**src/pkg/adcc_defs.svh**
```systemverilog
/*
  Offsets, field positions, reset values and timing counts of the converter control.
  Assumes a plain register port with 8-bit addresses and 16-bit data.
*/
// Overview of operation
// RL1: Staged selection copies to active while idle.
// RL2: Active selection frozen during a conversion.
// RL3: Copying resumes in the final converter cycle.
// RL4: Start begins at next converter clock edge.
// RL5: Software changes channel only after start.
// RL6: Free-run: next result uses previous channel.
// RL7: Over-reference input saturates at full scale.
// RL8: Temperature channel code turns sensor on.
// RL9: Temperature reading needs internal reference code.
// RL10: Temperature reading needs long delays, small capacitance.
// RL11: Window hit sets flag, may request interrupt.
// RL12: Comparator works only with non-zero mode.
// RL13: Accumulation compares once, after last sample.
// RL14: Enabled routed event starts like software start.
// RL15: Enabled converter pulses result-ready event once.
// RL16: Flags set even with interrupt disabled.
// RL17: Request held while enabled flag stays set.
// RL18: Standby stops converter unless run-in-standby set.
// RL19: Standby requests clock only while converting.
// RL20: Event edge sets start bit; completion clears.
// RL21: Non-zero initial delay postpones first standby conversion.
// RL22: Power-down halts; completion flags invalid result.
// RL23: Start bit stays one during conversion.
// RL24: Result read or write-one clears ready.
// RL25: Plain conversion lasts thirteen converter cycles.
// RL26: Result is right-adjusted.
// RL27: Comparator checks final unsigned result value.
`ifndef ADCC_DEFS_SVH
`define ADCC_DEFS_SVH

// ----------------------------------------------------------------------
// Register offsets
// ----------------------------------------------------------------------
`define ADCC_OFS_CTRL 8'h00
`define ADCC_OFS_SELECT 8'h01
`define ADCC_OFS_TIMING 8'h02
`define ADCC_OFS_COMMAND 8'h03
`define ADCC_OFS_INTERRUPT_CONTROL 8'h04
`define ADCC_OFS_INTERRUPT_FLAGS 8'h05
`define ADCC_OFS_RESULT 8'h06
`define ADCC_OFS_WINDOW_LOW_THRESHOLD 8'h07
`define ADCC_OFS_WINDOW_HIGH_THRESHOLD 8'h08
`define ADCC_OFS_ACTIVE 8'h09

// ----------------------------------------------------------------------
// Field positions
// ----------------------------------------------------------------------
`define ADCC_CTRL_ENABLE 0
`define ADCC_CTRL_FREERUN 1
`define ADCC_CTRL_RES8 2
`define ADCC_CTRL_RUN_IN_STANDBY 3
`define ADCC_CTRL_START_EVENT_INPUT_ENABLE 4
`define ADCC_CTRL_ACCUM 5
`define ADCC_CTRL_PRESC 8
`define ADCC_CTRL_SAMPLE_CAPACITANCE_SELECT 11
`define ADCC_SEL_CHAN 0
`define ADCC_SEL_REF 5
`define ADCC_TIM_SAMPLE_LENGTH 0
`define ADCC_TIM_INITIAL_DELAY 5
`define ADCC_TIM_WINMODE 8
`define ADCC_FLAG_RDY 0
`define ADCC_FLAG_WINDOW_COMPARE_FLAG 1
`define ADCC_FLAG_INVALID 2

// ----------------------------------------------------------------------
// Reset values and timing counts
// ----------------------------------------------------------------------
`define ADCC_REG_RST 16'h0000
`define ADCC_CONV_CYCLES 13
`define ADCC_HOLD_TICK 6'h01
`define ADCC_INITIAL_DELAY_UNIT 7'h10
`define ADCC_TEMP_CHANNEL 5'h1e
`define ADCC_FULL_SCALE 10'h3ff
`define ADCC_ACCUM_MAX 3'h6

`endif

```
**src/pkg/adcc_pkg.sv**
```systemverilog
/*
  Types shared by the converter control modules.
  Assumes nothing beyond a SystemVerilog compiler.
*/
package adcc_pkg;

  typedef enum {ST_IDLE, ST_ARM, ST_DELAY, ST_CONV} adcc_state_t;

  typedef enum logic [2:0] {WIN_OFF, WIN_BELOW, WIN_ABOVE, WIN_INSIDE, WIN_OUTSIDE} adcc_win_mode_t;

endpackage : adcc_pkg

```
**src/pkg/adcc_win_if.sv**
```systemverilog
/*
  Carrier between the control core and the window comparator.
  Assumes both ends run on the same system clock.
*/
`timescale 1ns/1ps
interface adcc_win_if;
  logic [15:0] result;
  logic [15:0] low;
  logic [15:0] high;
  logic [2:0] mode;
  logic strobe;
  logic hit;
  modport ctl (output result, low, high, mode, strobe, input hit);
  modport cmp (input result, low, high, mode, strobe, output hit);
endinterface : adcc_win_if

```
**src/hdl/adcc_window.sv**
```systemverilog
/*
  Window comparator: checks each final result against the thresholds.
  Assumes a one-cycle strobe beside a stable result from the control core.
*/
`timescale 1ns/1ps
module adcc_window
  import adcc_pkg::*;
(
  // Clock and reset
  input wire logic clk_sys_i,
  input wire logic reset_n_i,
  // Comparator side of the carrier
  adcc_win_if.cmp win
);

  // ----------------------------------------------------------------------
  // Comparison
  // ----------------------------------------------------------------------
  logic next_hit;

  always_comb begin
    case (adcc_win_mode_t'(win.mode))
      WIN_BELOW: next_hit = win.result < win.low; // [RL11] [RL27]
      WIN_ABOVE: next_hit = win.result > win.high;
      WIN_INSIDE: next_hit = (win.result > win.low) && (win.result < win.high);
      WIN_OUTSIDE: next_hit = (win.result < win.low) || (win.result > win.high);
      default: next_hit = 1'b0; // [RL12]
    endcase
  end

  always_ff @(posedge clk_sys_i) begin
    if (!reset_n_i) begin
      win.hit <= 1'b0;
    end else begin
      win.hit <= win.strobe && next_hit;
    end
  end
endmodule : adcc_window

```
**src/hdl/adcc_top.sv**
```systemverilog
/*
  Conversion control core: registers, prescaler, sequencer, accumulation and flags.
  Assumes the converter front end presents an 11-bit level on the system clock,
  and that sleep and event inputs come from logic on the same clock.
*/
`timescale 1ns/1ps
`include "adcc_defs.svh"
module adcc_top
  import adcc_pkg::*;
#(
  parameter int CONV_CYCLES = `ADCC_CONV_CYCLES
) (
  // Clock and reset
  input wire logic clk_sys_i,
  input wire logic reset_n_i,
  // Register port
  input wire logic [7:0] reg_addr_i,
  input wire logic [15:0] reg_wdata_i,
  input wire logic reg_write_i,
  input wire logic reg_read_i,
  output logic [15:0] reg_rdata_o,
  // Event routing
  input wire logic event_start_i,
  output logic result_event_o,
  // Sleep control
  input wire logic sleep_standby_i,
  input wire logic sleep_powerdown_i,
  output logic clk_request_o,
  // Converter front end
  input wire logic [10:0] analog_level_i,
  output logic [4:0] input_channel_select_o,
  output logic [1:0] reference_select_o,
  output logic temp_sensor_on_o,
  output logic sample_capacitance_select_o,
  // Interrupt
  output logic irq_o
);

  if (CONV_CYCLES < 4 || CONV_CYCLES > 32) begin : g_bad_len
    $error("CONV_CYCLES out of range.");
  end

  // ----------------------------------------------------------------------
  // Declarations
  // ----------------------------------------------------------------------
  logic enable, freerun, res8, run_in_standby, start_event_input_enable;
  logic sample_capacitance_select;
  logic [2:0] accum_select, presc_select, initial_delay, window_compare_mode;
  logic [4:0] stage_chan, sample_length;
  logic [1:0] stage_ref;
  logic start_conversion_bit, rdy_en, window_compare_flag_en;
  logic result_ready_flag, window_compare_flag, result_invalid;
  logic [15:0] result_register, window_low_threshold, window_high_threshold, acc;
  logic [9:0] sample;
  adcc_state_t state;
  logic [8:0] presc_cnt;
  logic [5:0] cnt, samp_cnt;
  logic [6:0] dly_cnt;
  logic first_pending, standby_q, event_q, halted_seen;

  logic run_ok, tick, wr_cmd, event_edge, start_req, last_cyc, done, final_done;
  logic rd_result, copy_sel, use_delay, final_cyc;
  logic [5:0] conv_len, samp_last;
  logic [8:0] presc_top;
  logic [2:0] accum_n;
  logic [15:0] acc_sum;
  logic [9:0] level_sat, next_sample;

  adcc_win_if win ();

  // ----------------------------------------------------------------------
  // Control terms
  // ----------------------------------------------------------------------
  assign run_ok = enable && !sleep_powerdown_i && !(sleep_standby_i && !run_in_standby); // [RL18] [RL22]
  assign presc_top = 9'((10'h002 << presc_select) - 10'h001);
  assign tick = (state != ST_IDLE) && run_ok && (presc_cnt == presc_top);
  assign conv_len = 6'(CONV_CYCLES) + {1'b0, sample_length}; // [RL25]
  assign last_cyc = (state == ST_CONV) && (cnt == conv_len - 6'h01);
  assign final_cyc = last_cyc && (samp_cnt == samp_last);
  assign copy_sel = (state != ST_CONV) || final_cyc; // [RL1] [RL2] [RL3]
  assign done = tick && last_cyc;
  assign accum_n = (accum_select > `ADCC_ACCUM_MAX) ? `ADCC_ACCUM_MAX : accum_select;
  assign samp_last = 6'((7'h01 << accum_n) - 7'h01);
  assign final_done = done && (samp_cnt == samp_last); // [RL13]
  assign acc_sum = acc + {6'h00, sample};
  assign level_sat = analog_level_i[10] ? `ADCC_FULL_SCALE : analog_level_i[9:0]; // [RL7]
  assign next_sample = res8 ? {2'b00, level_sat[9:2]} : level_sat; // [RL26]
  assign wr_cmd = reg_write_i && (reg_addr_i == `ADCC_OFS_COMMAND) && reg_wdata_i[0];
  assign event_edge = event_start_i && !event_q; // [RL20]
  assign start_req = enable && (wr_cmd || (start_event_input_enable && event_edge)); // [RL14]
  assign rd_result = reg_read_i && (reg_addr_i == `ADCC_OFS_RESULT);
  assign use_delay = first_pending && sleep_standby_i && (initial_delay != 3'h0);

  // ----------------------------------------------------------------------
  // Configuration registers
  // ----------------------------------------------------------------------
  always_ff @(posedge clk_sys_i) begin
    if (!reset_n_i) begin
      {enable, freerun, res8, run_in_standby, start_event_input_enable} <= 5'h00;
      {accum_select, presc_select, sample_capacitance_select} <= 7'h00;
      {stage_chan, stage_ref} <= 7'h00;
      {sample_length, initial_delay, window_compare_mode} <= 11'h000;
      {rdy_en, window_compare_flag_en} <= 2'h0;
      window_low_threshold <= `ADCC_REG_RST;
      window_high_threshold <= `ADCC_REG_RST;
    end else if (reg_write_i) begin
      case (reg_addr_i)
        `ADCC_OFS_CTRL: begin
          enable <= reg_wdata_i[`ADCC_CTRL_ENABLE];
          freerun <= reg_wdata_i[`ADCC_CTRL_FREERUN];
          res8 <= reg_wdata_i[`ADCC_CTRL_RES8];
          run_in_standby <= reg_wdata_i[`ADCC_CTRL_RUN_IN_STANDBY];
          start_event_input_enable <= reg_wdata_i[`ADCC_CTRL_START_EVENT_INPUT_ENABLE];
          accum_select <= reg_wdata_i[`ADCC_CTRL_ACCUM +: 3];
          presc_select <= reg_wdata_i[`ADCC_CTRL_PRESC +: 3];
          sample_capacitance_select <= reg_wdata_i[`ADCC_CTRL_SAMPLE_CAPACITANCE_SELECT];
        end
        `ADCC_OFS_SELECT: begin
          stage_chan <= reg_wdata_i[`ADCC_SEL_CHAN +: 5];
          stage_ref <= reg_wdata_i[`ADCC_SEL_REF +: 2];
        end
        `ADCC_OFS_TIMING: begin
          sample_length <= reg_wdata_i[`ADCC_TIM_SAMPLE_LENGTH +: 5];
          initial_delay <= reg_wdata_i[`ADCC_TIM_INITIAL_DELAY +: 3];
          window_compare_mode <= reg_wdata_i[`ADCC_TIM_WINMODE +: 3];
        end
        `ADCC_OFS_INTERRUPT_CONTROL: begin
          rdy_en <= reg_wdata_i[`ADCC_FLAG_RDY];
          window_compare_flag_en <= reg_wdata_i[`ADCC_FLAG_WINDOW_COMPARE_FLAG];
        end
        `ADCC_OFS_WINDOW_LOW_THRESHOLD: window_low_threshold <= reg_wdata_i;
        `ADCC_OFS_WINDOW_HIGH_THRESHOLD: window_high_threshold <= reg_wdata_i;
        default: begin
        end
      endcase
    end
  end

  // ----------------------------------------------------------------------
  // Active selection
  // ----------------------------------------------------------------------
  always_ff @(posedge clk_sys_i) begin
    if (!reset_n_i) begin
      input_channel_select_o <= 5'h00;
      reference_select_o <= 2'h0;
      temp_sensor_on_o <= 1'b0;
      sample_capacitance_select_o <= 1'b0;
    end else begin
      if (copy_sel && enable) begin // [RL1] [RL3]
        input_channel_select_o <= stage_chan;
        reference_select_o <= stage_ref;
      end
      temp_sensor_on_o <= enable && (input_channel_select_o == `ADCC_TEMP_CHANNEL); // [RL8]
      sample_capacitance_select_o <= sample_capacitance_select;
    end
  end

  // ----------------------------------------------------------------------
  // Prescaler, kept reset while no conversion is pending
  // ----------------------------------------------------------------------
  always_ff @(posedge clk_sys_i) begin
    if (!reset_n_i) begin
      presc_cnt <= 9'h000;
    end else if (state == ST_IDLE || !enable) begin
      presc_cnt <= 9'h000;
    end else if (run_ok) begin
      presc_cnt <= tick ? 9'h000 : presc_cnt + 9'h001;
    end
  end

  // ----------------------------------------------------------------------
  // Sequencer
  // ----------------------------------------------------------------------
  always_ff @(posedge clk_sys_i) begin
    if (!reset_n_i) begin
      state <= ST_IDLE;
      start_conversion_bit <= 1'b0;
      cnt <= 6'h00;
      dly_cnt <= 7'h00;
      samp_cnt <= 6'h00;
      acc <= 16'h0000;
      sample <= 10'h000;
      result_register <= 16'h0000;
    end else if (!enable) begin
      state <= ST_IDLE;
      start_conversion_bit <= 1'b0;
      samp_cnt <= 6'h00;
      acc <= 16'h0000;
    end else begin
      case (state)
        ST_IDLE: begin
          if (start_req) begin // [RL4] [RL20]
            state <= ST_ARM;
            start_conversion_bit <= 1'b1; // [RL23]
          end
        end
        ST_ARM: begin
          if (tick && use_delay) begin // [RL21]
            state <= ST_DELAY;
            dly_cnt <= 7'(initial_delay * `ADCC_INITIAL_DELAY_UNIT);
          end else if (tick) begin // [RL4]
            state <= ST_CONV;
            cnt <= 6'h00;
          end
        end
        ST_DELAY: begin
          if (tick) begin
            dly_cnt <= dly_cnt - 7'h01;
            if (dly_cnt == 7'h01) begin
              state <= ST_CONV;
              cnt <= 6'h00;
            end
          end
        end
        ST_CONV: begin
          if (tick) begin
            cnt <= cnt + 6'h01;
          end
          if (tick && cnt == `ADCC_HOLD_TICK) begin
            sample <= next_sample;
          end
          if (done) begin
            cnt <= 6'h00;
            if (!final_done) begin
              samp_cnt <= samp_cnt + 6'h01;
              acc <= acc_sum;
            end else begin
              samp_cnt <= 6'h00;
              acc <= 16'h0000;
              result_register <= acc_sum; // [RL26] [RL27]
              if (!(freerun && start_conversion_bit)) begin // [RL6]
                state <= ST_IDLE;
                start_conversion_bit <= 1'b0; // [RL20]
              end
            end
          end
        end
        default: state <= ST_IDLE;
      endcase
    end
  end

  // ----------------------------------------------------------------------
  // Standby tracking and sleep effects
  // ----------------------------------------------------------------------
  always_ff @(posedge clk_sys_i) begin
    if (!reset_n_i) begin
      standby_q <= 1'b0;
      event_q <= 1'b0;
      first_pending <= 1'b0;
      halted_seen <= 1'b0;
      clk_request_o <= 1'b0;
    end else begin
      standby_q <= sleep_standby_i;
      event_q <= event_start_i;
      if (sleep_standby_i && !standby_q) begin
        first_pending <= 1'b1;
      end else if (state == ST_ARM && tick) begin
        first_pending <= 1'b0;
      end
      if (state == ST_ARM) begin
        halted_seen <= 1'b0;
      end else if (state != ST_IDLE && sleep_powerdown_i) begin
        halted_seen <= 1'b1; // [RL22]
      end
      clk_request_o <= sleep_standby_i && run_in_standby && (state != ST_IDLE); // [RL19]
    end
  end

  // ----------------------------------------------------------------------
  // Flags, event and interrupt
  // ----------------------------------------------------------------------
  assign win.result = acc_sum;
  assign win.low = window_low_threshold;
  assign win.high = window_high_threshold;
  assign win.mode = window_compare_mode;
  assign win.strobe = final_done;

  adcc_window u_window (
    .clk_sys_i(clk_sys_i),
    .reset_n_i(reset_n_i),
    .win(win)
  );

  always_ff @(posedge clk_sys_i) begin
    if (!reset_n_i) begin
      result_ready_flag <= 1'b0;
      window_compare_flag <= 1'b0;
      result_invalid <= 1'b0;
      result_event_o <= 1'b0;
      irq_o <= 1'b0;
    end else begin
      if (final_done) begin // [RL16] [RL22]
        result_ready_flag <= 1'b1;
        result_invalid <= halted_seen || sleep_powerdown_i;
      end else if (rd_result || (reg_write_i && reg_addr_i == `ADCC_OFS_INTERRUPT_FLAGS
          && reg_wdata_i[`ADCC_FLAG_RDY])) begin
        result_ready_flag <= 1'b0; // [RL24]
      end
      if (win.hit) begin // [RL11] [RL16]
        window_compare_flag <= 1'b1;
      end else if (reg_write_i && reg_addr_i == `ADCC_OFS_INTERRUPT_FLAGS
          && reg_wdata_i[`ADCC_FLAG_WINDOW_COMPARE_FLAG]) begin
        window_compare_flag <= 1'b0;
      end
      result_event_o <= final_done && enable; // [RL15]
      irq_o <= (result_ready_flag && rdy_en) || (window_compare_flag && window_compare_flag_en); // [RL17]
    end
  end

  // ----------------------------------------------------------------------
  // Register read port
  // ----------------------------------------------------------------------
  always_ff @(posedge clk_sys_i) begin
    if (!reset_n_i) begin
      reg_rdata_o <= 16'h0000;
    end else if (reg_read_i) begin
      case (reg_addr_i)
        `ADCC_OFS_CTRL: reg_rdata_o <= {4'h0, sample_capacitance_select, presc_select,
          accum_select, start_event_input_enable, run_in_standby, res8, freerun, enable};
        `ADCC_OFS_SELECT: reg_rdata_o <= {9'h000, stage_ref, stage_chan};
        `ADCC_OFS_TIMING: reg_rdata_o <= {5'h00, window_compare_mode, initial_delay,
          sample_length};
        `ADCC_OFS_COMMAND: reg_rdata_o <= {15'h0000, start_conversion_bit};
        `ADCC_OFS_INTERRUPT_CONTROL: reg_rdata_o <= {14'h0000, window_compare_flag_en, rdy_en};
        `ADCC_OFS_INTERRUPT_FLAGS: reg_rdata_o <= {13'h0000, result_invalid, window_compare_flag,
          result_ready_flag};
        `ADCC_OFS_RESULT: reg_rdata_o <= result_register;
        `ADCC_OFS_WINDOW_LOW_THRESHOLD: reg_rdata_o <= window_low_threshold;
        `ADCC_OFS_WINDOW_HIGH_THRESHOLD: reg_rdata_o <= window_high_threshold;
        `ADCC_OFS_ACTIVE: reg_rdata_o <= {9'h000, reference_select_o, input_channel_select_o};
        default: reg_rdata_o <= 16'h0000;
      endcase
    end
  end
endmodule : adcc_top

```
**config.mk**
```make
export PLATFORM = sky130hd
export DESIGN_NAME = adcc_top
export DESIGN_NICKNAME = d
export VERILOG_FILES = /design/src/pkg/adcc_pkg.sv /design/src/pkg/adcc_win_if.sv /design/src/hdl/adcc_window.sv /design/src/hdl/adcc_top.sv
export VERILOG_INCLUDE_DIRS = /design/src /design/src/pkg
export SDC_FILE = /design/constraint.sdc
export NUM_CORES = 1
export LEC_CHECK = 0
export ABC_AREA = 1
export BUFFER_PORTS_ARGS = -buffer_cell sky130_fd_sc_hd__buf_2
export CORE_MARGIN = 2
export CORE_UTILIZATION = 50
export DETAILED_ROUTE_END_ITERATION = 8
export PLACE_DENSITY = 0.68
export SYNTH_ARGS = -nofsm -noshare
export SYNTH_HDL_FRONTEND = slang
export SYNTH_SLANG_ARGS = --single-unit
```
**constraint.sdc**
```tcl
create_clock -name clk_sys_i -period 3.4 [get_ports clk_sys_i]
set_input_delay 0.51 -clock clk_sys_i [delete_from_list [all_inputs] [get_ports clk_sys_i]]
set_output_delay 0.51 -clock clk_sys_i [all_outputs]
set_load 0.05 [all_outputs]
```
After elaboration in Yosys (flattened, before gate mapping) --
Cells that the tools add are included.
Word-level totals: register bits 203, input port bits 42, logic and storage cells 208
Operators by class: add/sub/neg operators 9, $lt $le $gt $ge 5, equality and inequality tests 36, shift operators 2, mux-type cells 38, bitwise operators 1, reductions and logical operators 75
Operators with widths (number):
- $mux W32 | 8
- $pmux W16 S10 | 1
- $pmux W32 S4 | 1
- $eq A32 B2 Y1 const B | 3
- $logic_not A32 Y1 | 2
- $mux W6 | 7
- $logic_and A1 B1 Y1 | 35
- $eq A32 B1 Y1 const B | 1
- $eq A32 B3 Y1 const B | 1
- $eq A8 B3 Y1 const B | 4
- $gt A16 B16 Y1 | 2
- $lt A16 B16 Y1 | 2
- $ne A32 B3 Y1 const B | 1
- $reduce_bool A32 Y1 | 1
- $mux W10 | 2
- $ne A2 B2 Y1 const B | 9
- $pmux W6 S3 | 1
- $add A16 B10 Y16 | 1
- $eq A8 B2 Y1 const B | 2
- $eq A8 B4 Y1 const B | 2
- $mux W16 | 1
- $reduce_and A2 Y1 | 8
- $mux W7 | 2
- $pmux W7 S2 | 1
- other kinds (35) | 68

Logic depth before layout (Yosys ltp) --
depth after elaboration 11, depth in mapped cells 22

Modules after synthesis --
Synthesis repeated with hierarchy kept, for this count alone.
Second synthesis, totals: cells, all modules 1375, area total of the unflattened synthesis 9564.2 µm²
By module, submodules not included:
- adcc_top | instances 1, cells each 1219, area each 8574.5 µm², sequential area each 3443.3 µm²
- adcc_window | instances 1, cells each 156, area each 989.7 µm², sequential area each 20.0 µm²

Least setup slack after synthesis --
Ideal clock, no wire load.
path type register -> register, from reg acc[0], to reg u_window.win.hit, library setup time 0.117 ns, arrival time 2.485 ns, data required time 3.283 ns, slack 0.798 ns, cell stages (with the launch flop) 19, period minus slack after synthesis 2.602 ns, cells stage by stage dfxtp_1 ha_1 fa_1 nand3_1 nand2_1 nand3_1 nand2_1 a31oi_1 xnor2_1 ha_1 nand2_1 nor4_1 nand3_1 nand2_1 nand2_1 nand2_1 nand2_1 nor2_1 nor2_1
On the way: word-level cells in the longest chain between the ends 5, elaborated cells between the ends (all ways) 9, classes of those cells add/sub: 1; order compare: 4; mux: 1; reduce/logical: 3
RTL lines:
- from (decl) | RTL line adcc_top.sv:53 | logic [15:0] result_register, window_low_threshold, window_high_threshold, acc;
- from (signal assigned) | RTL line adcc_top.sv:226 | acc <= acc_sum;
- $add A16 B10 Y16 (*) | RTL line adcc_top.sv:85 | assign acc_sum = acc + {6'h00, sample};
- net acc_sum[8] | RTL line adcc_top.sv:66 | logic [15:0] acc_sum;
- $lt A16 B16 Y1, or another cell as far along | RTL line adcc_window.sv:23, adcc_window.sv:26
- $logic_or A1 B1 Y1 / $logic_and A1 B1 Y1 (equally long branches) | RTL line adcc_window.sv:26, adcc_window.sv:25
- $pmux W1 S4 (*) | RTL line adcc_window.sv:22 | case (adcc_win_mode_t'(win.mode))
- $logic_and A1 B1 Y1 (*) | RTL line adcc_window.sv:35 | win.hit <= win.strobe && next_hit;
- to (signal assigned) | RTL line adcc_window.sv:35
- to (decl) | RTL line adcc_win_if.sv:14 | modport cmp (input result, low, high, mode, strobe, output hit);
The timed path passes the listed nets; every way through them passes the cells marked *. A chain may end at the register's enable or synchronous reset.

Final worst setup path --
Same ends and word-level chain as after synthesis.

==> metrics <==
first-pass GRT wire length=42500 um; # rows=50; Worst setup endpoint=u_window.win.hit; R2R Path End=u_window.win.hit; antenna cells=0; Post-Layout Inst Area=10700 um2; endpoints failing hold=0; Worst slew margin=36.1%; fmax=~0.33 GHz; clock sink count=173; Core ar.=18700 um2; YS warnings=0; worst r2r src=acc[0]; Setup Skew=~12 ps; Worst-Margin Slew=about 960 ps; Tcrit/Tclk final=between 80% and 90%; first-pass detailed-route iteration total=6; routed vias=9203; syn_area_per_cell=around 7 um2; Worst-path clk slew=70 ps; required time worst endpoint=~3700 ps; R2R cell count=18; commonest non-fill, non-tap cell in the layout=nand2_1; final global-route overflow total=0; initial antenna violation count=0; synthesized area=9530 um2; flop2flop setup slack=410 ps; Placed Cells=between 1500 and 2000; post-synthesis register bit count=173; First DRT Iteration DRCs=735; Routed WL=roughly 27000 um; CTS H-tree lvls=4; Syn Inst Count=1368; via/cell ratio=around 5.5; remaining antenna violation count after routing=0; peak supply drop=332 uV; most used cell, CP=nand2_1; cells along the critical path=ha_1 > fa_1 > nand3_1 > nand2_1 > nand3_1 > nand2_1 > a31oi_1 > xnor2_1 > ha_1 > nand2_1 > nor4_1 > nand3_1 > nand2_1 > nand2_1 > nand2_1 > nand2_1 > nor2_1 > nor2_1; Tot Pwr=4120 uW; Final #Nets=roughly 1500; Hold Slack=280 ps; CTS tree=built; drc violations=0; sum of negative setup slack=0 ps; hold crit path type=input port to flip-flop; Slew Limit Fails=0; IO buf count=69; DIE WIDTH=142 um; hpwl dp=20000 um; Die ar.=20200 um2; hold_buf cts=0; status=finished clean; Yosys top cell by area=dfxtp_1; clk root buf=clkbuf_16; CTS max path bufs=2; # IOs=70; share of the synthesized area in the top cell type=36.3%; syn nets=1464; gpl congestion=0.933; Final min period=~3000 ps; global-route usage over all layers=26.7%; PD cells=just under 400 nW/um2; Leakage=approximately 0.0045 uW; main area contributors after synthesis=dfxtp_1 (36%), nand2_1 (11%), a21oi_1 (8.5%), ha_1 (7.0%), o21ai_0 (6.3%); initial core utilization=51.0%; placed cell area=10100 um2; Area growth syn-to-layout=11.8%; largest fanout on the critical path=4; critical path class=flip-flop to flip-flop; pin count of the biggest net entering global routing=around 90; post-CTS sizing=0; share of post-route cells with drive strength above 1=11.4%; crit start category=flip-flop; Post CTS Setup Buffer Count=0; crit path launch=acc[0]; worst skew pair latency=~440 ps; Wirelength per Cell=16.0 um; Layout Cells excl Fill=roughly 1700; number of CTS-inserted buffers=17; sequential share of the synthesized area=36.3%; final number of setup-violating endpoints=0; CP max stage delay=440 ps; RSZ-0062 raised after global routing=false; most frequent cells in the layout=nand2_1 (284), dfxtp_1 (173), a21oi_1 (161), inv_1 (151), nor2_1 (129); Die Span Y=142 um; number of global-route vias before repair=8289; Max-Cap Viols=0; count of cell types in the netlist=around 50; arrival time of the worst setup path=3320 ps; hold depth=3; Crit-path slowest cell=fa_1; CP Capture Type=flip-flop
## cell type report
cell class | count | area [um2]
Fill cell | 1796 | 8050
Multi-Input combinational cell | 983 | 5230
Sequential cell | 173 | 3460
Inverter | 162 | 609
Timing Repair Buffer | 86 | 473
Clock buffer | 17 | 425
Tap cell | 234 | 293
Clock inverter | 15 | 164
## worst max-delay path, delay by kind of cell, from the launching register on
family | cells | cell delay, ps
AO/OA/AOI/OAI | 1 | 180
XOR/XNOR | 1 | 160
adder cells (fa/ha/maj) | 3 | 970
flip-flops | 1 | 320
AND/OR/NAND/NOR | 13 | 1240
## cell usage after synthesis (all sizes together)
| library cell | count |
|---|---|
| nand2 | 295 |
| dfxtp | 173 |
| a21oi | 162 |
| inv | 159 |
| nor2 | 147 |
| o21ai | 130 |
| nand3 | 65 |
| ha | 53 |
| clkbuf | 33 |
| buf | 17 |
| nor3 | 17 |
| o22ai | 17 |
| xor2 | 17 |
| nand4 | 14 |
| a31oi | 13 |
| nand3b | 8 |
| o221ai | 8 |
| xnor2 | 8 |
| nor4 | 5 |
| a211oi | 4 |
| clkinv | 3 |
| o31ai | 3 |
| a21o | 2 |
| nor3b | 2 |
| o211a | 2 |
| o211ai | 2 |
| o32ai | 2 |
| a221oi | 1 |
| and2 | 1 |
| and3 | 1 |
| fa | 1 |
| o2111ai | 1 |
| o21a | 1 |
| or2 | 1 |
## sequential cells by signal, indices dropped and copies added, names as in the netlist, 3 cells and up
name,cells
dly_cnt,7
accum_select,3
presc_cnt,9
win.high,16
win.mode,3
stage_chan,5
acc,16
win.low,16
sample_length,5
sample,10
cnt,6
reg_rdata_o,16
presc_select,3
result_register,16
samp_cnt,6
input_channel_select_o,5
initial_delay,3
## metrics by stage
step / worst slack [ps] / utilization [%]
2_1_floorplan: 798 / -
3_3_place_gp: 484 / 53.8
3_5_place_dp: 447 / 53.8
4_1_cts: 436 / 57.0
5_1_grt: 55.6 / 57.0
6_report: 411 / 57.0
## per-layer routing
layer | global-route usage (%) | part of all wire [%]
met1 | 35.0 | 44
met2 | 43.4 | 46
met3 | 6.33 | 7.9
met4 | 9.16 | 2.4
met5 | 0 | 0
## power breakdown
group | leakage [uW] | internal, uW | switching (uW) | total, uW
logic | 0.00281 | 39.0 | 95.0 | 134
registers | 0.00139 | 2030 | 1.82 | 2030
clock network | 0.000283 | 990 | 968 | 1960
## worst min path at each step
stage	to	start	slack, ps
global route	event_q	event_start_i	290
detailed placement	first_pending	standby_q	420
floorplan	first_pending	standby_q	400
global placement	first_pending	standby_q	410
CTS	event_q	event_start_i	270
finish	event_q	event_start_i	280
## logic make-up after synthesis
kind of cell    count (synthesis)  share of synthesized area (%)
flops                         173                           36.3
fa+ha+maj                      54                           7.17
simple gates                  556                           25.7
buf+inv                       212                           8.79
xor+xnor                       25                           2.30
compound gates                348                           19.8
Note: power is estimated with default switching activity, not from simulation.
